--- src/hw/itr_pkg.sv ---
// itr_pkg: routing block constants
package itr_pkg;
   // =====================================================================
   // source counts
   localparam int NUM_IRQ    = 8;                  // external request lines
   localparam int NUM_INT    = 52;                 // internal sources
   localparam int NUM_SRC    = NUM_IRQ + NUM_INT;  // maskable sources
   localparam int NUM_MOD    = 15;                 // priority groups
   localparam int SRC_PER_MOD = 4;                 // sources per group
   localparam int NUM_DMA    = 4;                  // dma channels
   localparam int NMI_LEVEL  = 8;                  // nmi fixed level
   // =====================================================================
   // register byte offsets
   localparam logic [7:0] OFF_SYSCTL = 8'h00;  // system_control_reg
   localparam logic [7:0] OFF_SENSE  = 8'h04;  // request line sense
   localparam logic [7:0] OFF_IRQEN  = 8'h08;  // request line enables
   localparam logic [7:0] OFF_IRQST  = 8'h0C;  // request flags, w1c
   localparam logic [7:0] OFF_PRIA   = 8'h10;  // priority_level_regs 0-7
   localparam logic [7:0] OFF_PRIB   = 8'h14;  // priority_level_regs 8-14
   localparam logic [7:0] OFF_TENLO  = 8'h18;  // transfer_enable_regs, low
   localparam logic [7:0] OFF_TENHI  = 8'h1C;  // transfer_enable_regs, high
   localparam logic [7:0] OFF_DMACTL = 8'h20;  // dma_channel_control_reg set
   localparam logic [7:0] OFF_STATUS = 8'h24;  // routing state, read only
   // =====================================================================
   // field positions
   localparam int SYS_MODE_LO = 0;  // control_mode_select_lo
   localparam int SYS_MODE_HI = 1;  // control_mode_select_hi
   localparam int SYS_NMI_RISE = 2; // nmi rising edge
   localparam int DMA_FLD_W   = 8;  // bits per dma channel
   localparam int DMA_CLAIM   = 4;  // dma_source_claim_bit
   localparam int PRI_FLD_W   = 4;  // bits per priority group
   // =====================================================================
   // encodings
   localparam logic [1:0] MODE_MASKBIT = 2'h0;  // one mask bit mode
   localparam logic [1:0] MODE_LEVEL   = 2'h2;  // level mask mode
   localparam logic [1:0] SENSE_LEVEL  = 2'h0;  // low level
   localparam logic [1:0] SENSE_FALL   = 2'h1;  // falling edge
   localparam logic [1:0] SENSE_RISE   = 2'h2;  // rising edge
   localparam logic [1:0] SENSE_BOTH   = 2'h3;  // both edges
   // =====================================================================
   // vectors and reset values
   localparam logic [7:0] VEC_NMI    = 8'h07;  // nmi vector number
   localparam logic [7:0] VEC_BASE   = 8'h10;  // vector of source 0
   localparam logic [2:0] PRI_RESET  = 3'h7;   // priority field reset
   localparam logic [2:0] SYS_RESET  = 3'h0;   // system control reset
endpackage : itr_pkg

--- src/hw/itr_routing.sv ---
// itr_routing: interrupt priority and routing
// Operation
// - two control modes via mode select bits
// - eight priority levels per module group
// - nmi level 8, never masked
// - each source has its own vector
// - nmi edge selectable rising or falling
// - request lines: fall, rise, both, level
// - eight external and 52 internal sources
// - request during disabling instruction still taken
// - higher pending request wins, lower dropped
// - same delayed effect for flag clears
// - dma channel source picked by field
// - claimed source goes to dma only
// - transfer enable picks controller or cpu
// - select bit set: after transfer, clear enable, request cpu
// - count zero clears enable, requests cpu
// - transfer sources chosen by fixed order
// - transfer completes before cpu handling
// - dma handled independently of others
`timescale 1ns/1ps
`default_nettype none
module itr_routing
(
   input  wire  logic                          clk_i,            // 250 MHz
   input  wire  logic                          rst_b_i,          // async, low
   // avalon-mm slave
   input  wire  logic [7:0]                    address_i,        // byte address
   input  wire  logic                          read_i,           // read strobe
   input  wire  logic                          write_i,          // write strobe
   input  wire  logic [3:0]                    byteenable_i,     // lanes
   input  wire  logic [31:0]                   writedata_i,      // write data
   output var   logic [31:0]                   readdata_o,       // read data
   output var   logic                          waitrequest_o,    // stall
   // pins
   input  wire  logic                          nmi_pin_i,        // nmi pin
   input  wire  logic [itr_pkg::NUM_IRQ-1:0]   irq_pin_b_i,      // external_request_lines
   input  wire  logic [itr_pkg::NUM_INT-1:0]   int_src_i,        // internal requests
   // cpu core
   input  wire  logic                          cpu_mask_bit_i,   // mask bit
   input  wire  logic [2:0]                    cpu_mask_lvl_i,   // level mode mask
   input  wire  logic                          cpu_insn_busy_i,  // instruction running
   input  wire  logic                          cpu_ack_i,        // vector taken
   output var   logic                          cpu_irq_o,        // request to cpu
   output var   logic [7:0]                    cpu_vec_o,        // vector number
   // data_transfer_controller
   output var   logic                          dtc_req_o,        // activation
   output var   logic [5:0]                    dtc_src_o,        // source index
   input  wire  logic                          dtc_done_i,       // transfer ended
   input  wire  logic                          dtc_cpu_request_select_bit_i,      // cpu_request_select_bit
   input  wire  logic                          dtc_cnt_zero_i,   // count zero
   // dma_controller
   output var   logic [itr_pkg::NUM_DMA-1:0]   dma_req_o         // per channel source
);
   // =====================================================================
   // functions
   // byte enables to bit mask
   function automatic logic [31:0] be_mask(input logic [3:0] be);
      return {{8{be[3]}}, {8{be[2]}}, {8{be[1]}}, {8{be[0]}}};
   endfunction : be_mask

   // first highest-level request: {found, level, index}
   function automatic logic [9:0] pick(input logic [itr_pkg::NUM_SRC-1:0]   req,
                                       input logic [3*itr_pkg::NUM_SRC-1:0] lvl);
      logic       f;
      logic [2:0] b;
      logic [5:0] x;
      f = 1'b0;
      b = 3'h0;
      x = 6'h00;
      for (int i = 0; i < itr_pkg::NUM_SRC; i++)
      begin
         if (req[i] && (!f || lvl[3*i +: 3] > b))  // strict: lower index keeps ties
         begin
            f = 1'b1;
            b = lvl[3*i +: 3];
            x = 6'(i);
         end
      end
      return {f, b, x};
   endfunction : pick

   // =====================================================================
   // state
   logic [2:0]                  sys_q;        // system_control_reg
   logic [15:0]                 sense_q;      // two bits per request line
   logic [7:0]                  irq_en_q;     // line enables
   logic [7:0]                  irq_flag_q;   // edge flags
   logic [2:0]                  pri_q [itr_pkg::NUM_MOD];  // priority_level_regs
   logic [itr_pkg::NUM_SRC-1:0] ten_q;        // transfer_enable_regs
   logic [31:0]                 dmactl_q;     // dma_channel_control_reg set
   logic                        nmi_flag_q;   // pending nmi
   logic [1:0]                  nmi_sync_q;   // nmi synchroniser
   logic                        nmi_prev_q;   // nmi history
   logic [7:0]                  irq_s1_q;     // first sync stage
   logic [7:0]                  irq_s2_q;     // second sync stage
   logic [7:0]                  irq_prev_q;   // history for edges
   logic                        wait_q;       // waitrequest
   logic [31:0]                 rdata_q;      // read data
   logic                        hold_v_q;     // held request
   logic [5:0]                  hold_idx_q;   // its source
   logic [2:0]                  hold_lvl_q;   // its level
   logic                        cur_nmi_q;    // presented is nmi
   logic [5:0]                  cur_idx_q;    // presented source
   logic                        irq_q;        // cpu request
   logic [7:0]                  vec_q;        // cpu vector
   logic                        dtc_req_q;    // transfer request
   logic [5:0]                  dtc_src_q;    // transfer source
   logic [itr_pkg::NUM_DMA-1:0] dma_q;        // dma requests

   // =====================================================================
   // pin synchronisers and edge detection
   // two stages before use
   always_ff @(posedge clk_i or negedge rst_b_i)
   begin
      if (!rst_b_i)
      begin
         nmi_sync_q <= 2'h0;
         nmi_prev_q <= 1'b0;
         irq_s1_q   <= 8'hFF;
         irq_s2_q   <= 8'hFF;
         irq_prev_q <= 8'hFF;
      end
      else
      begin
         nmi_sync_q <= {nmi_sync_q[0], nmi_pin_i};
         nmi_prev_q <= nmi_sync_q[1];
         irq_s1_q   <= irq_pin_b_i;
         irq_s2_q   <= irq_s1_q;
         irq_prev_q <= irq_s2_q;
      end
   end

   logic       nmi_edge;   // selected nmi edge seen
   logic [7:0] irq_edge;   // selected line edge seen
   logic [7:0] irq_lvl;    // line held low in level mode
   always_comb
   begin
      // nmi polarity select
      nmi_edge = sys_q[itr_pkg::SYS_NMI_RISE] ? (nmi_sync_q[1] & ~nmi_prev_q)
                                              : (~nmi_sync_q[1] & nmi_prev_q);
      for (int i = 0; i < itr_pkg::NUM_IRQ; i++)
      begin
         // per-line sense select
         case (sense_q[2*i +: 2])
            itr_pkg::SENSE_FALL: irq_edge[i] = ~irq_s2_q[i] & irq_prev_q[i];
            itr_pkg::SENSE_RISE: irq_edge[i] = irq_s2_q[i] & ~irq_prev_q[i];
            itr_pkg::SENSE_BOTH: irq_edge[i] = irq_s2_q[i] ^ irq_prev_q[i];
            default:             irq_edge[i] = 1'b0;
         endcase
         irq_lvl[i] = (sense_q[2*i +: 2] == itr_pkg::SENSE_LEVEL) & ~irq_s2_q[i];
      end
   end

   // =====================================================================
   // routing of requests
   logic [itr_pkg::NUM_SRC-1:0]   req_all;   // pending
   logic [itr_pkg::NUM_SRC-1:0]   claimed;   // dma owned
   logic [itr_pkg::NUM_SRC-1:0]   dtc_cand;  // transfer candidates
   logic [itr_pkg::NUM_SRC-1:0]   cpu_cand;  // cpu candidates
   logic [3*itr_pkg::NUM_SRC-1:0] lvl_flat;  // level per source
   logic [3*itr_pkg::NUM_SRC-1:0] lvl_zero;  // fixed order only
   logic [itr_pkg::NUM_DMA-1:0]   dma_sel;   // selected source per channel
   logic                          lvl_mode;  // level mode
   logic [9:0]                    live;      // best cpu request
   logic [9:0]                    dtc_pick;  // best transfer request
   always_comb
   begin
      // 8 lines plus 52 internal inputs
      req_all  = {int_src_i, (irq_flag_q | irq_lvl) & irq_en_q};
      claimed  = '0;
      lvl_zero = '0;
      // mode select from the two control bits
      lvl_mode = {sys_q[itr_pkg::SYS_MODE_HI], sys_q[itr_pkg::SYS_MODE_LO]} == itr_pkg::MODE_LEVEL;
      for (int c = 0; c < itr_pkg::NUM_DMA; c++)
      begin
         // source chosen by activation_source_field
         dma_sel[c] = req_all[itr_pkg::NUM_IRQ + int'(dmactl_q[c*itr_pkg::DMA_FLD_W +: 4])];
         if (dmactl_q[c*itr_pkg::DMA_FLD_W + itr_pkg::DMA_CLAIM])
            claimed[itr_pkg::NUM_IRQ + int'(dmactl_q[c*itr_pkg::DMA_FLD_W +: 4])] = 1'b1;
      end
      // claimed sources leave both other paths
      // transfer enable steers the rest
      dtc_cand = req_all & ten_q & ~claimed;
      cpu_cand = req_all & ~ten_q & ~claimed;
      if (dtc_req_q)
         cpu_cand[dtc_src_q] = 1'b0;  // transfer first, cpu after
      for (int i = 0; i < itr_pkg::NUM_SRC; i++)
      begin
         // group level, or fixed order
         lvl_flat[3*i +: 3] = lvl_mode ? pri_q[i / itr_pkg::SRC_PER_MOD] : 3'h0;
         if (lvl_mode ? (lvl_flat[3*i +: 3] <= cpu_mask_lvl_i) : cpu_mask_bit_i)
            cpu_cand[i] = 1'b0;
      end
      live     = pick(cpu_cand, lvl_flat);  // highest level, then order
      dtc_pick = pick(dtc_cand, lvl_zero);  // fixed order, no masks
   end

   // dma requests follow sources
   always_ff @(posedge clk_i or negedge rst_b_i)
   begin
      if (!rst_b_i)
         dma_q <= '0;
      else
         dma_q <= dma_sel;
   end

   // =====================================================================
   // avalon-mm slave
   logic        wr_go;    // write takes effect
   logic [31:0] rd_word;  // addressed register
   logic [31:0] wmerge;   // merged write data
   logic [31:0] wbits;    // enabled write ones
   logic [31:0] pri_a;    // groups 0-7
   logic [31:0] pri_b;    // groups 8-14
   always_comb
   begin
      pri_a = '0;
      pri_b = '0;
      for (int m = 0; m < 8; m++)
         pri_a[m*itr_pkg::PRI_FLD_W +: 3] = pri_q[m];
      for (int m = 8; m < itr_pkg::NUM_MOD; m++)
         pri_b[(m-8)*itr_pkg::PRI_FLD_W +: 3] = pri_q[m];
      case ({address_i[7:2], 2'h0})
         itr_pkg::OFF_SYSCTL: rd_word = {29'h0, sys_q};
         itr_pkg::OFF_SENSE:  rd_word = {16'h0, sense_q};
         itr_pkg::OFF_IRQEN:  rd_word = {24'h0, irq_en_q};
         itr_pkg::OFF_IRQST:  rd_word = {23'h0, nmi_flag_q, irq_flag_q};
         itr_pkg::OFF_PRIA:   rd_word = pri_a;
         itr_pkg::OFF_PRIB:   rd_word = pri_b;
         itr_pkg::OFF_TENLO:  rd_word = ten_q[31:0];
         itr_pkg::OFF_TENHI:  rd_word = {4'h0, ten_q[59:32]};
         itr_pkg::OFF_DMACTL: rd_word = dmactl_q;
         itr_pkg::OFF_STATUS: rd_word = {12'h0, hold_v_q, irq_q, vec_q, 2'h0, dtc_req_q, 1'b0, dtc_src_q};
         default:             rd_word = 32'h0;  // unmapped reads zero
      endcase
      wbits  = writedata_i & be_mask(byteenable_i);
      wmerge = wbits | (rd_word & ~be_mask(byteenable_i));
      wr_go  = write_i & ~wait_q;
   end

   // one wait cycle, then answer
   always_ff @(posedge clk_i or negedge rst_b_i)
   begin
      if (!rst_b_i)
      begin
         wait_q  <= 1'b1;
         rdata_q <= 32'h0;
      end
      else if ((read_i | write_i) && wait_q)
      begin
         wait_q  <= 1'b0;
         rdata_q <= read_i ? rd_word : 32'h0;
      end
      else
         wait_q <= 1'b1;
   end

   // plain configuration registers
   always_ff @(posedge clk_i or negedge rst_b_i)
   begin
      if (!rst_b_i)
      begin
         sys_q    <= itr_pkg::SYS_RESET;
         sense_q  <= 16'h0;
         irq_en_q <= 8'h0;
         dmactl_q <= 32'h0;
         for (int m = 0; m < itr_pkg::NUM_MOD; m++)
            pri_q[m] <= itr_pkg::PRI_RESET;
      end
      else if (wr_go)
      begin
         case ({address_i[7:2], 2'h0})
            itr_pkg::OFF_SYSCTL: sys_q    <= wmerge[2:0];
            itr_pkg::OFF_SENSE:  sense_q  <= wmerge[15:0];
            itr_pkg::OFF_IRQEN:  irq_en_q <= wmerge[7:0];
            itr_pkg::OFF_DMACTL: dmactl_q <= wmerge;
            itr_pkg::OFF_PRIA:
               for (int m = 0; m < 8; m++)
                  pri_q[m] <= wmerge[m*itr_pkg::PRI_FLD_W +: 3];
            itr_pkg::OFF_PRIB:
               for (int m = 8; m < itr_pkg::NUM_MOD; m++)
                  pri_q[m] <= wmerge[(m-8)*itr_pkg::PRI_FLD_W +: 3];
            default: ;  // handled elsewhere
         endcase
      end
   end

   // =====================================================================
   // transfer enables and handshake
   always_ff @(posedge clk_i or negedge rst_b_i)
   begin
      if (!rst_b_i)
      begin
         ten_q     <= '0;
         dtc_req_q <= 1'b0;
         dtc_src_q <= 6'h00;
      end
      else
      begin
         if (wr_go && {address_i[7:2], 2'h0} == itr_pkg::OFF_TENLO)
            ten_q[31:0] <= wmerge;
         if (wr_go && {address_i[7:2], 2'h0} == itr_pkg::OFF_TENHI)
            ten_q[59:32] <= wmerge[27:0];
         if (dtc_req_q && dtc_done_i)
         begin
            dtc_req_q <= 1'b0;
            // select bit or zero count: source to cpu
            if (dtc_cpu_request_select_bit_i || dtc_cnt_zero_i)
               ten_q[dtc_src_q] <= 1'b0;
         end
         else if (!dtc_req_q && dtc_pick[9])
         begin
            dtc_req_q <= 1'b1;
            dtc_src_q <= dtc_pick[5:0];
         end
      end
   end

   // =====================================================================
   // source flags: set wins over clear
   logic [7:0] flag_clr;  // clears this cycle
   always_comb
   begin
      flag_clr = '0;
      if (wr_go && {address_i[7:2], 2'h0} == itr_pkg::OFF_IRQST)
         flag_clr = wbits[7:0];
      if (cpu_ack_i && irq_q && !cur_nmi_q && cur_idx_q < 6'd8)
         flag_clr[cur_idx_q[2:0]] = 1'b1;
      if (dtc_req_q && dtc_done_i && !dtc_cpu_request_select_bit_i && !dtc_cnt_zero_i && dtc_src_q < 6'd8)
         flag_clr[dtc_src_q[2:0]] = 1'b1;
   end

   always_ff @(posedge clk_i or negedge rst_b_i)
   begin
      if (!rst_b_i)
      begin
         irq_flag_q <= 8'h0;
         nmi_flag_q <= 1'b0;
      end
      else
      begin
         irq_flag_q <= (irq_flag_q & ~flag_clr) | irq_edge;
         if (nmi_edge)
            nmi_flag_q <= 1'b1;
         else if (cpu_ack_i && irq_q && cur_nmi_q)
            nmi_flag_q <= 1'b0;
      end
   end

   // =====================================================================
   // cpu presentation
   // request seen mid-instruction kept for its end
   always_ff @(posedge clk_i or negedge rst_b_i)
   begin
      if (!rst_b_i)
      begin
         hold_v_q   <= 1'b0;
         hold_idx_q <= 6'h00;
         hold_lvl_q <= 3'h0;
      end
      else if (cpu_ack_i && irq_q)
         hold_v_q <= 1'b0;  // taken, never presented twice
      else if (cpu_insn_busy_i)
      begin
         // clears act after the instruction
         if (live[9] && (!hold_v_q || live[8:6] > hold_lvl_q))
         begin
            hold_v_q   <= 1'b1;
            hold_idx_q <= live[5:0];
            hold_lvl_q <= live[8:6];
         end
      end
      else
         hold_v_q <= 1'b0;  // consumed
   end

   // nmi first, then held or live request
   always_ff @(posedge clk_i or negedge rst_b_i)
   begin
      if (!rst_b_i)
      begin
         irq_q     <= 1'b0;
         vec_q     <= 8'h00;
         cur_nmi_q <= 1'b0;
         cur_idx_q <= 6'h00;
      end
      else if (cpu_ack_i && irq_q)
         irq_q <= 1'b0;  // taken
      else if (!cpu_insn_busy_i)
      begin
         if (nmi_flag_q)
         begin
            // nmi above all levels, ignores masks
            irq_q     <= 1'b1;
            cur_nmi_q <= 1'b1;
            vec_q     <= itr_pkg::VEC_NMI;
         end
         else if (hold_v_q && !(live[9] && live[8:6] > hold_lvl_q))
         begin
            irq_q     <= 1'b1;
            cur_nmi_q <= 1'b0;
            cur_idx_q <= hold_idx_q;
            vec_q     <= itr_pkg::VEC_BASE + {2'h0, hold_idx_q};
         end
         else
         begin
            irq_q     <= live[9];  // higher live request drops held one
            cur_nmi_q <= 1'b0;
            cur_idx_q <= live[5:0];
            vec_q     <= itr_pkg::VEC_BASE + {2'h0, live[5:0]};
         end
      end
   end

   // =====================================================================
   // outputs
   assign readdata_o    = rdata_q;
   assign waitrequest_o = wait_q;
   assign cpu_irq_o     = irq_q;
   assign cpu_vec_o     = vec_q;
   assign dtc_req_o     = dtc_req_q;
   assign dtc_src_o     = dtc_src_q;
   assign dma_req_o     = dma_q;
endmodule : itr_routing
`default_nettype wire

--- config.mk ---
export PLATFORM = sky130hd
export DESIGN_NAME = itr_routing
export DESIGN_NICKNAME = d
export VERILOG_FILES = /design/src/hw/itr_pkg.sv /design/src/hw/itr_routing.sv
export SDC_FILE = /design/constraint.sdc
export NUM_CORES = 1
export LEC_CHECK = 0
export ABC_CLOCK_PERIOD_IN_PS = 107800
export BUFFER_PORTS_ARGS = -buffer_cell sky130_fd_sc_hd__buf_2
export CORE_MARGIN = 4
export CORE_UTILIZATION = 23
export DETAILED_ROUTE_END_ITERATION = 7
export PLACE_DENSITY = 0.43
export SLEW_MARGIN = 20
export SYNTH_ARGS = -nofsm -noshare
export SYNTH_HDL_FRONTEND = slang
export SYNTH_SLANG_ARGS = --single-unit
export TNS_END_PERCENT = 1
--- constraint.sdc ---
create_clock -name clk_i -period 107.8 [get_ports clk_i]
set_input_delay 16.17 -clock clk_i [delete_from_list [all_inputs] [get_ports clk_i]]
set_output_delay 16.17 -clock clk_i [all_outputs]
set_load 0.1 [all_outputs]
# Yosys cells after proc, flatten, opt, wreduce, memory -nomap -nowiden
# Index checks and enable logic that the tools add are counted.
dict set report word_totals {
  reg_bits 270
  mem_count 0
  mem_bits_rw 0
  out_inout_bits 53
  inputBits 118
  latchBits 0
  romBits 0
}
dict set report op_classes {
  shifts 0
  eq_ne 36
  muxes 453
  n_addsub 6
  bitwise 82
  n_reduce_logical 347
  mul 0
  magnitude_cmp 91
  div 0
}
# op count
set ops {}
lappend ops {{6-bit 2-to-1 mux} 96}
lappend ops {{60-bit 2-to-1 mux} 7}
lappend ops {{60-bit bitwise AND} 6}
lappend ops {{32-bit one-hot mux with 10 select lines} 1}
lappend ops {{3-bit 2-to-1 mux} 79}
lappend ops {{1-bit 2-to-1 mux} 226}
lappend ops {{3-bit > comparator} 60}
lappend ops {{60-bit NOT} 3}
lappend ops {{60-bit bitwise OR} 3}
lappend ops {{1-bit logical AND} 141}
lappend ops {{1-bit logical NOT} 124}
lappend ops {{32-bit bitwise AND} 2}
lappend ops {{32-bit 2-to-1 mux} 2}
lappend ops {{1-bit logical OR} 61}
lappend ops {{3-bit less-or-equal comparator} 15}
lappend ops {{5-bit 2-to-1 mux} 7}
lappend ops {{2-bit equality test, second input constant} 17}
lappend ops {{4-bit 2-to-1 mux} 8}
lappend ops {{32-bit NOT} 1}
lappend ops {{32-bit bitwise OR} 1}
lappend ops {{8-bit bitwise OR} 4}
lappend ops {{1-bit demux with 6-bit select} 5}
lappend ops {{5-bit by 7-bit < comparator with 1-bit output, second input constant} 4}
lappend ops {{28-bit 2-to-1 mux} 1}
lappend ops {{other kinds (32)} 141}

# Logic depth before layout (Yosys ltp)
# Gate-level depths: netlist of the first run.
dict set report logic_depth {
  ltp_word 262
  mapped_depth 512
}

# Worst setup path before layout of the first run
# Ideal clock, no wire load.
dict set report synth_path {
  path_type {in2reg}
  start {input port cpu_mask_lvl_i[1]}
  end {register vec_q[5] (netlist: cpu_vec_o[5])}
  slack_ns 16.874
  setup_ns 0.122
  arrival_time_ns 90.804
  n_path_buf 10
  cell_stages 459
  cell_sequence {inv_1 -> ha_1 -> nor2b_1 -> o21a_1 -> o211ai_1 -> a32o_2 -> buf_2 -> nor2b_1 -> inv_1 -> ha_1 -> a21oi_1 -> a32oi_1 -> o211a_1 -> a22oi_1 -> ha_1 -> a21oi_1 -> a32oi_1 -> a22oi_1 -> [423 not listed] -> a21oi_1 -> a31oi_1 -> nor2_1 -> o211ai_1 -> buf_2 -> nor2_1 -> a22o_1 -> a21o_1 -> ha_1 -> a21o_1 -> a21oi_1 -> a31oi_1 -> nand2_1 -> nand2_1 -> mux2_2 -> ha_1 -> nand3b_1 -> nand2_1}
}
dict set report synth_via {
  elab_chain_len 246
}
# item line
set synth_lines {}
lappend synth_lines {{start: declaration} itr_routing.sv:41} ;# input wire logic [2:0] cpu_mask_lvl_i,
lappend synth_lines {{3-bit less-or-equal comparator} itr_routing.sv:192} ;# if (lvl_mode ? (lvl_flat[3*i +: 3] <= cpu_mask_lvl_i) : cpu_mask_bit_i)
lappend synth_lines {{1-bit 2-to-1 mux (2 in series)} itr_routing.sv:192}
lappend synth_lines {{3-bit 2-to-1 mux / 1-bit 2-to-1 mux (equally long branches)} itr_routing.sv:73} ;# if (req[i] && (!f || lvl[3*i +: 3] > b))
lappend synth_lines {{3-bit > comparator / 1-bit logical NOT (equally long branches)} itr_routing.sv:73}
lappend synth_lines {{1-bit logical OR} itr_routing.sv:73}
lappend synth_lines {{1-bit logical AND} itr_routing.sv:73}
lappend synth_lines {{3-bit 2-to-1 mux / 1-bit 2-to-1 mux (equally long branches)} itr_routing.sv:73}
lappend synth_lines {{3-bit > comparator / 1-bit logical NOT (equally long branches)} itr_routing.sv:73}
lappend synth_lines {{[230 not listed]} -}
lappend synth_lines {{3-bit 2-to-1 mux *} itr_routing.sv:73}
lappend synth_lines {{net live[7]} itr_routing.sv:165} ;# logic [9:0] live;
lappend synth_lines {{3-bit > comparator *} itr_routing.sv:399} ;# else if (hold_v_q && !(live[9] && live[8:6] > hold_lvl_q))
lappend synth_lines {{1-bit logical AND *} itr_routing.sv:399}
lappend synth_lines {{1-bit logical NOT *} itr_routing.sv:399}
lappend synth_lines {{1-bit logical AND *} itr_routing.sv:399}
lappend synth_lines {{7-bit 2-to-1 mux *} itr_routing.sv:399}
lappend synth_lines {{7-bit 2-to-1 mux *} itr_routing.sv:392} ;# if (nmi_flag_q)
lappend synth_lines {{end signal: assignment} itr_routing.sv:397} ;# vec_q <= itr_pkg::VEC_NMI;
lappend synth_lines {{end signal: assignment} itr_routing.sv:404} ;# vec_q <= itr_pkg::VEC_BASE + {2'h0, hold_idx_q};
lappend synth_lines {{end signal: assignment} itr_routing.sv:411} ;# vec_q <= itr_pkg::VEC_BASE + {2'h0, live[5:0]};
lappend synth_lines {{end: declaration} itr_routing.sv:106} ;# logic [7:0] vec_q;
# The timed path passes the listed nets; every way through them passes the cells marked *.
# A chain may end at the register's enable or synchronous reset.

# Worst setup path after layout of the first run
# Ends and elaborated chain as after synthesis.

==> impl_metrics.env, run 1 <==
export IMPL_status="complete, no violations"
export IMPL_dr_first_iter_drc_count=2859
export IMPL_final_hold_viol_count=0
export IMPL_synthFlopType="sky130_fd_sc_hd__dfrtp_1"
export IMPL_synth_top_family_by_area="compound AO/OA/AOI/OAI gates"
export IMPL_setup_violations=0
export IMPL_synth_most_common_cell="sky130_fd_sc_hd__nand2_1"
export IMPL_critical_path_top_delay_family="compound AO/OA/AOI/OAI gates"
export IMPL_filler_free_cell_count_of_the_finished_design=4628
export IMPL_max_clock_path_buffers=3
export IMPL_io_pins=171
export IMPL_path_clk_slew_ns=0.06
export IMPL_routed_via_density=5.511
export IMPL_number_of_global_route_vias_before_repair=23570
export IMPL_cap_violations=0
export IMPL_crit_path_frequent_cell="sky130_fd_sc_hd__ha_1"
export IMPL_worst_setup_start_kind="input port"
export IMPL_reg2reg_depth=462
export IMPL_detail_route_antenna_nets=0
export IMPL_holdCritPathClass="flip-flop to flip-flop"
export IMPL_cts_root_buffer_cell="sky130_fd_sc_hd__clkbuf_16"
export IMPL_holdPathStages=0
export IMPL_port_buffers=167
export IMPL_finalWorstPathRequiredPeriod_ns=101.20
export IMPL_critical_path_reg2reg_endpoint="cpu_vec_o[5]"
export IMPL_synth_compound_area_share_pct=28.60
export IMPL_cts_sinks=269
export IMPL_ys_types=110
export IMPL_hold_path_endpoint="nmi_sync_q[1]"
export IMPL_detail_route_drc_violations=0
export IMPL_syn_avg_cell_area_um2=8.173
export IMPL_num_nets_final=3552
export IMPL_grt_start_max_net_pins=147
export IMPL_criticalPathCategory="input port to flip-flop"
export IMPL_grt_total_usage_pct=20.46
export IMPL_postSynthRegisterBits=269
export IMPL_area_added_between_synthesis_and_finish_pct=16.90
export IMPL_final_design_area_no_fill_um2=28910
export IMPL_finalClockSkew_ns=0.02180
export IMPL_synth_area_top_cells="sky130_fd_sc_hd__dfrtp_1 20%, sky130_fd_sc_hd__ha_1 12%, sky130_fd_sc_hd__dfstp_2 7.4%"
export IMPL_placedInstanceArea_um2=27460
export IMPL_max_stage_delay_ns=0.47
export IMPL_placed_cell_count=4544
export IMPL_cp_data_required_time_ns=108.27
export IMPL_htreeDepth=1
export IMPL_dp_final_hpwl_mm=95.11
export IMPL_die_y_extent_um=335.9
export IMPL_synth_simple_area_share_pct=19.98
export IMPL_worst_endpoint_arrival_ns=101.67
export IMPL_core_rowCount=120
export IMPL_worst_path_max_delay_cell="sky130_fd_sc_hd__a311o_1"
export IMPL_initial_utilization_pct=23.13
export IMPL_min_delay_start="nmi_sync_q[0]"
export IMPL_dr_total_vias=25500
export IMPL_slew_violations=0
export IMPL_routabilityCongestion=0.9532
export IMPL_edff_count_synth=0
export IMPL_synth_fa_ha_area_share_pct=12.09
export IMPL_async_reset_ff_share_pct=100.0
export IMPL_core_um2=106900
export IMPL_tritoncts="yes"
export IMPL_synth_xor_area_share_pct=0
export IMPL_antenna_found_initial=30
export IMPL_synth_yosys_warnings=0
export IMPL_global_route_overflow_total=0
export IMPL_synth_area_mux_share_pct=6.926
export IMPL_die_area_um2=112800
export IMPL_synth_top_area_cell="sky130_fd_sc_hd__dfrtp_1"
export IMPL_transition_time_at_the_pin_with_the_least_slew_margin_ns=1.154
export IMPL_die_w_um=335.9
export IMPL_synth_cells=3026
export IMPL_synth_commonest_cells="344 x sky130_fd_sc_hd__nand2_1, 265 x sky130_fd_sc_hd__o21ai_0, 253 x sky130_fd_sc_hd__a21oi_1"
export IMPL_sequential_fraction_of_the_synthesis_area_pct=27.57
export IMPL_reg_to_reg_slack_setup_ns=20.65
export IMPL_grt_first_pass_wirelength_mm=171.6
export IMPL_achievable_frequency_mhz=9.882
export IMPL_synthesis_area_um2=24730
export IMPL_tritoncts_num_buffers=31
export IMPL_max_slew_margin_pct=20.85
export IMPL_clock_latency_ns=0.59
export IMPL_count_of_buffer_and_inverter_cells_on_the_critical_path=30
export IMPL_drt_pass1_iter_count=8
export IMPL_avgRoutedWirePerCell_um=25.81
export IMPL_worstSetupEndpointType="flip-flop"
export IMPL_min_period_over_period_pct=93.88
export IMPL_detail_route_wirelength_mm=119.5
export IMPL_worstPathMaxFanout=13
export IMPL_reg2reg_from="sys_q[0]"
export IMPL_post_route_cells_drive_above_1_share_pct=17.73
export IMPL_number_of_nets_produced_by_synthesis=3383
export IMPL_yosys_area_top_type_share_pct=20.14
[sequential cells by signal, summed over array words and instances, names as in the netlist, 2 cells and up]
signal,cells
ten_q,60
dmactl_q,32
readdata_o,32
pri_a,24
pri_b,21
sense_q,16
irq_en_q,8
irq_flag_q,8
irq_prev_q,8
irq_s1_q,8
irq_s2_q,8
cpu_vec_o,7
cur_idx_q,6
dtc_src_o,6
hold_idx_q,6
dma_req_o,4
hold_lvl_q,3
sys_q,3
nmi_sync_q,2
[logic make-up after synthesis]
| family | count (synthesis) |
|---|---|
| buffers and inverters | 302 |
| AND/OR/NAND/NOR | 993 |
| multiplexers | 139 |
| other | 1 |
| flip-flops | 269 |
| adder cells (fa/ha/maj) | 239 |
| AO/OA/AOI/OAI | 1083 |
[per-stage QoR]
step / util [%] / hold slack, ns / TNS, ns / worst slack, ns
3_5_place_dp: 25.69 / 0.3362 / 0 / 1.564
5_1_grt: 27.03 / 0.3567 / -0.3202 / -0.1266
3_3_place_gp: 25.69 / 0.3335 / 0 / 1.601
2_1_floorplan: - / 0.3312 / 0 / 16.87
4_1_cts: 26.64 / 0.3494 / 0 / 1.856
6_report: 27.04 / 0.3464 / 0 / 6.602
[worst reg2reg max path, delay by kind of cell (launching register included)]
family	cells	cell delay (ns)
buffers and inverters	30	4.00
AOI/OAI and AO/OA	249	43.31
muxes	24	6.71
adders and majority gates	59	16.81
DFF	1	0.42
and+or+nand+nor	100	15.69
[what timing repair did]
action	in CTS	in global routing
setup endpoints to repair	0	22
setup buffers	0	21
gates resized for setup	0	57
hold buffers	0	0
[layout by cell type (no fill, tap or decap), types with 11 or more instances in the layout]
cell / count
sky130_fd_sc_hd__a211oi_1: 12
sky130_fd_sc_hd__inv_1: 161
sky130_fd_sc_hd__a21oi_1: 246
sky130_fd_sc_hd__nand2b_1: 28
sky130_fd_sc_hd__o211ai_1: 26
sky130_fd_sc_hd__o21ai_1: 15
sky130_fd_sc_hd__a22o_1: 39
sky130_fd_sc_hd__mux2_2: 29
sky130_fd_sc_hd__nor4_1: 13
sky130_fd_sc_hd__nand3b_1: 20
sky130_fd_sc_hd__nor2_1: 190
sky130_fd_sc_hd__a222oi_1: 18
sky130_fd_sc_hd__and3_1: 16
sky130_fd_sc_hd__nor2b_1: 76
sky130_fd_sc_hd__nand4_1: 28
sky130_fd_sc_hd__nor3_1: 43
sky130_fd_sc_hd__mux2i_1: 86
sky130_fd_sc_hd__nand2_1: 343
sky130_fd_sc_hd__dfrtp_1: 199
sky130_fd_sc_hd__mux4_2: 21
sky130_fd_sc_hd__o22ai_1: 84
sky130_fd_sc_hd__nor3b_1: 12
sky130_fd_sc_hd__buf_4: 105
sky130_fd_sc_hd__clkbuf_1: 12
sky130_fd_sc_hd__a32oi_1: 26
sky130_fd_sc_hd__and2_1: 37
sky130_fd_sc_hd__dfstp_2: 70
sky130_fd_sc_hd__a31oi_1: 61
sky130_fd_sc_hd__o21a_1: 19
sky130_fd_sc_hd__clkbuf_16: 31
sky130_fd_sc_hd__or2_2: 11
sky130_fd_sc_hd__a21o_1: 49
sky130_fd_sc_hd__o21ai_0: 260
sky130_fd_sc_hd__buf_2: 166
sky130_fd_sc_hd__ha_1: 239
sky130_fd_sc_hd__nand3_1: 80
sky130_fd_sc_hd__a22oi_1: 47
sky130_fd_sc_hd__o31ai_1: 12
[cell type report]
type                    instances  area (um^2)
multi-input cells            2455        17020
repair buffers                274         1674
clock buffers                  50        917.1
clock inverters                 8        101.3
diodes                          5        12.51
flip-flops and latches        269         6819
inverters                     164        615.6
fillers                     11720        77990
well taps                    1403         1755
[per-layer routing]
| layer | wire length (um) | track usage, % | up-vias | share of wire, % |
|---|---|---|---|---|
| met4 | 5681 | 7.614 | 4 | 4.8 |
| li1 | - | - | 11760 | - |
| met2 | 51350 | 31.79 | 1112 | 43 |
| met5 | 23 | 0 | - | 0.019 |
| met1 | 53440 | 28.66 | 12380 | 45 |
| met3 | 8959 | 3.083 | 250 | 7.5 |
[worst max path at each step]
stage                       from            to  slack (ns)  cells past startpoint
3_3_place_gp   cpu_mask_lvl_i[1]  cpu_vec_o[5]        1.60                    452
5_1_grt        cpu_mask_lvl_i[1]  cpu_vec_o[5]       -0.13                    466
3_5_place_dp   cpu_mask_lvl_i[1]  cpu_vec_o[5]        1.56                    451
4_1_cts        cpu_mask_lvl_i[1]  cpu_vec_o[5]        1.86                    451
6_report       cpu_mask_lvl_i[1]  cpu_vec_o[5]        6.60                    461
2_1_floorplan  cpu_mask_lvl_i[1]  cpu_vec_o[5]       16.87                    459
Power of run 1 is left out: the tool's default activity adds up to more than one toggle a clock period on the data nets, which glitch-free logic cannot reach.
==> inputs of run 2 (changes only) <==
--- a/config.mk
+++ b/config.mk
@@ -5,7 +5,7 @@
 export SDC_FILE = /design/constraint.sdc
 export NUM_CORES = 1
 export LEC_CHECK = 0
-export ABC_CLOCK_PERIOD_IN_PS = 107800
+export ABC_CLOCK_PERIOD_IN_PS = 94900
 export BUFFER_PORTS_ARGS = -buffer_cell sky130_fd_sc_hd__buf_2
 export CORE_MARGIN = 4
 export CORE_UTILIZATION = 23
==> constraint.sdc (replaced) <==
create_clock -name clk_i -period 94.9 [get_ports clk_i]
set_input_delay 14.235 -clock clk_i [delete_from_list [all_inputs] [get_ports clk_i]]
set_output_delay 14.235 -clock clk_i [all_outputs]
set_load 0.1 [all_outputs]
==> impl_metrics.env, run 2 (synthesized netlist as in run 1, its figures left out) <==
export IMPL_detail_route_wirelength_mm=124.1
export IMPL_status="complete, no violations"
export IMPL_max_slew_margin_pct=23.85
export IMPL_max_clock_path_buffers=3
export IMPL_worst_setup_start_kind="input port"
export IMPL_core_rowCount=120
export IMPL_die_y_extent_um=335.9
export IMPL_htreeDepth=1
export IMPL_groute_layer_met1_usage_pct=29.41
export IMPL_placed_cell_count=4766
export IMPL_global_route_overflow_total=0
export IMPL_antenna_found_initial=27
export IMPL_dp_final_hpwl_mm=97.05
export IMPL_max_ffs_per_register=60
export IMPL_worstPathMaxFanout=7
export IMPL_cp_data_required_time_ns=95.38
export IMPL_final_common_cell="sky130_fd_sc_hd__buf_4"
export IMPL_dr_first_iter_drc_count=2890
export IMPL_die_area_um2=112800
export IMPL_filler_free_cell_count_of_the_finished_design=4919
export IMPL_slew_violations=0
export IMPL_post_route_cells_drive_above_1_share_pct=29.42
export IMPL_transition_time_at_the_pin_with_the_least_slew_margin_ns=1.126
export IMPL_count_of_buffer_and_inverter_cells_on_the_critical_path=50
export IMPL_detail_route_antenna_nets=0
export IMPL_most_common_layout_cells="376 x sky130_fd_sc_hd__buf_4, 333 x sky130_fd_sc_hd__nand2_1, 229 x sky130_fd_sc_hd__o21ai_0, 218 x sky130_fd_sc_hd__ha_1, 213 x sky130_fd_sc_hd__a21oi_1"
export IMPL_worst_endpoint_arrival_ns=93.62
export IMPL_setup_repair_after_global_routing_missed_its_margin="yes"
export IMPL_holdCritPathClass="flip-flop to flip-flop"
export IMPL_finalWorstPathRequiredPeriod_ns=93.14
export IMPL_avgRoutedWirePerCell_um=25.23
export IMPL_port_buffers=167
export IMPL_max_stage_delay_ns=0.40
export IMPL_dr_total_vias=27070
export IMPL_setup_violations=0
export IMPL_final_setup_tns_ns=0
export IMPL_finalClockSkew_ns=0.02413
export IMPL_critical_path_top_delay_family="compound AO/OA/AOI/OAI gates"
export IMPL_cap_violations=0
export IMPL_criticalPathCategory="input port to flip-flop"
export IMPL_drt_pass1_iter_count=6
export IMPL_clock_latency_ns=0.60
export IMPL_worstSetupEndpointType="flip-flop"
export IMPL_io_pins=171
export IMPL_number_of_global_route_vias_before_repair=25250
export IMPL_area_added_between_synthesis_and_finish_pct=30.52
export IMPL_initial_utilization_pct=23.13
export IMPL_cts_sinks=269
export IMPL_num_nets_final=3837
export IMPL_globalRouteMet3Util_pct=2.749
export IMPL_final_hold_viol_count=0
export IMPL_use_met2_pct=33.23
export IMPL_grt_total_usage_pct=20.98
export IMPL_min_period_over_period_pct=98.15
export IMPL_placedInstanceArea_um2=29140
export IMPL_grt_first_pass_wirelength_mm=176.8
export IMPL_timing_hold_ws_ns=0.3553
export IMPL_cts_root_buffer_cell="sky130_fd_sc_hd__clkbuf_16"
export IMPL_grt_most_used_layer="met2"
export IMPL_final_design_area_no_fill_um2=32280
export IMPL_core_um2=106900
export IMPL_routed_via_density=5.504
export IMPL_achievable_frequency_mhz=10.74
export IMPL_largest_register="ten_q"
export IMPL_worst_path_max_delay_cell="sky130_fd_sc_hd__a211oi_4"
export IMPL_tritoncts="yes"
export IMPL_routabilityCongestion=0.9333
export IMPL_crit_path_frequent_cell="sky130_fd_sc_hd__ha_1"
export IMPL_detail_route_drc_violations=0
export IMPL_tritoncts_num_buffers=31
export IMPL_path_clk_slew_ns=0.06
export IMPL_die_w_um=335.9
export IMPL_grt_start_max_net_pins=156
[run 2: cell types whose count changed in the layout (fill, tap and decap cells not counted), moves of 21 or more]
| cell | delta |
|---|---|
| sky130_fd_sc_hd__a21oi_1 | -33 |
| sky130_fd_sc_hd__ha_1 | -21 |
| sky130_fd_sc_hd__a21oi_2 | +29 |
| sky130_fd_sc_hd__o21ai_0 | -31 |
| sky130_fd_sc_hd__buf_4 | +271 |
[run 2: layout make-up]
type	count	area (um^2)
Multi-Input combinational cell	2455	18170
Antenna cell	11	27.53
Fill cell	11480	74620
Sequential cell	269	6819
Timing Repair Buffer	559	3869
Clock buffer	49	913.4
Inverter	164	619.3
Clock inverter	9	105.1
Tap cell	1403	1755
[run 2: path summary, 6_finish.rpt]
kind / slack (ns) / startpoint / to / cells past startpoint
setup / recovery: 1.76 / cpu_mask_lvl_i[1] / cpu_vec_o[5] / 476
hold / removal: 0.36 / irq_s1_q[7] / irq_s2_q[7] / 0
setup reg to reg: 14.13 / sys_q[0] / cpu_vec_o[5] / 479
hold reg to reg: 0.36 / irq_s1_q[7] / irq_s2_q[7] / 0
max in group asynchronous: 79.72 / rst_b_i / ten_q[55] / 2
min in group asynchronous: 13.67 / rst_b_i / hold_lvl_q[0] / 1
[run 2: what timing repair did]
action	4_1_cts	5_1_grt
setup buffers	26	57
setup endpoints to repair	22	22
gates cloned	0	0
resized for setup	90	221
pin swaps	33	164
hold buffers	0	0
[run 2: routing by layer]
layer / share of wire (%) / vias up / routed length (um)
li1: - / 12350 / -
met1: 44 / 13370 / 54670
met2: 44 / 1151 / 55020
met3: 7.7 / 198 / 9552
met4: 3.9 / 4 / 4825
met5: 0.022 / - / 27
[run 2: per-stage QoR]
step           utilization, %  setup slack (ns)
3_5_place_dp            27.26            -3.848
5_1_grt                 30.18            -2.968
3_3_place_gp            27.26            -3.897
6_report                30.19             1.758
2_1_floorplan               -             5.909
4_1_cts                 28.79           0.01413
Power of run 2 is left out for the same reason.
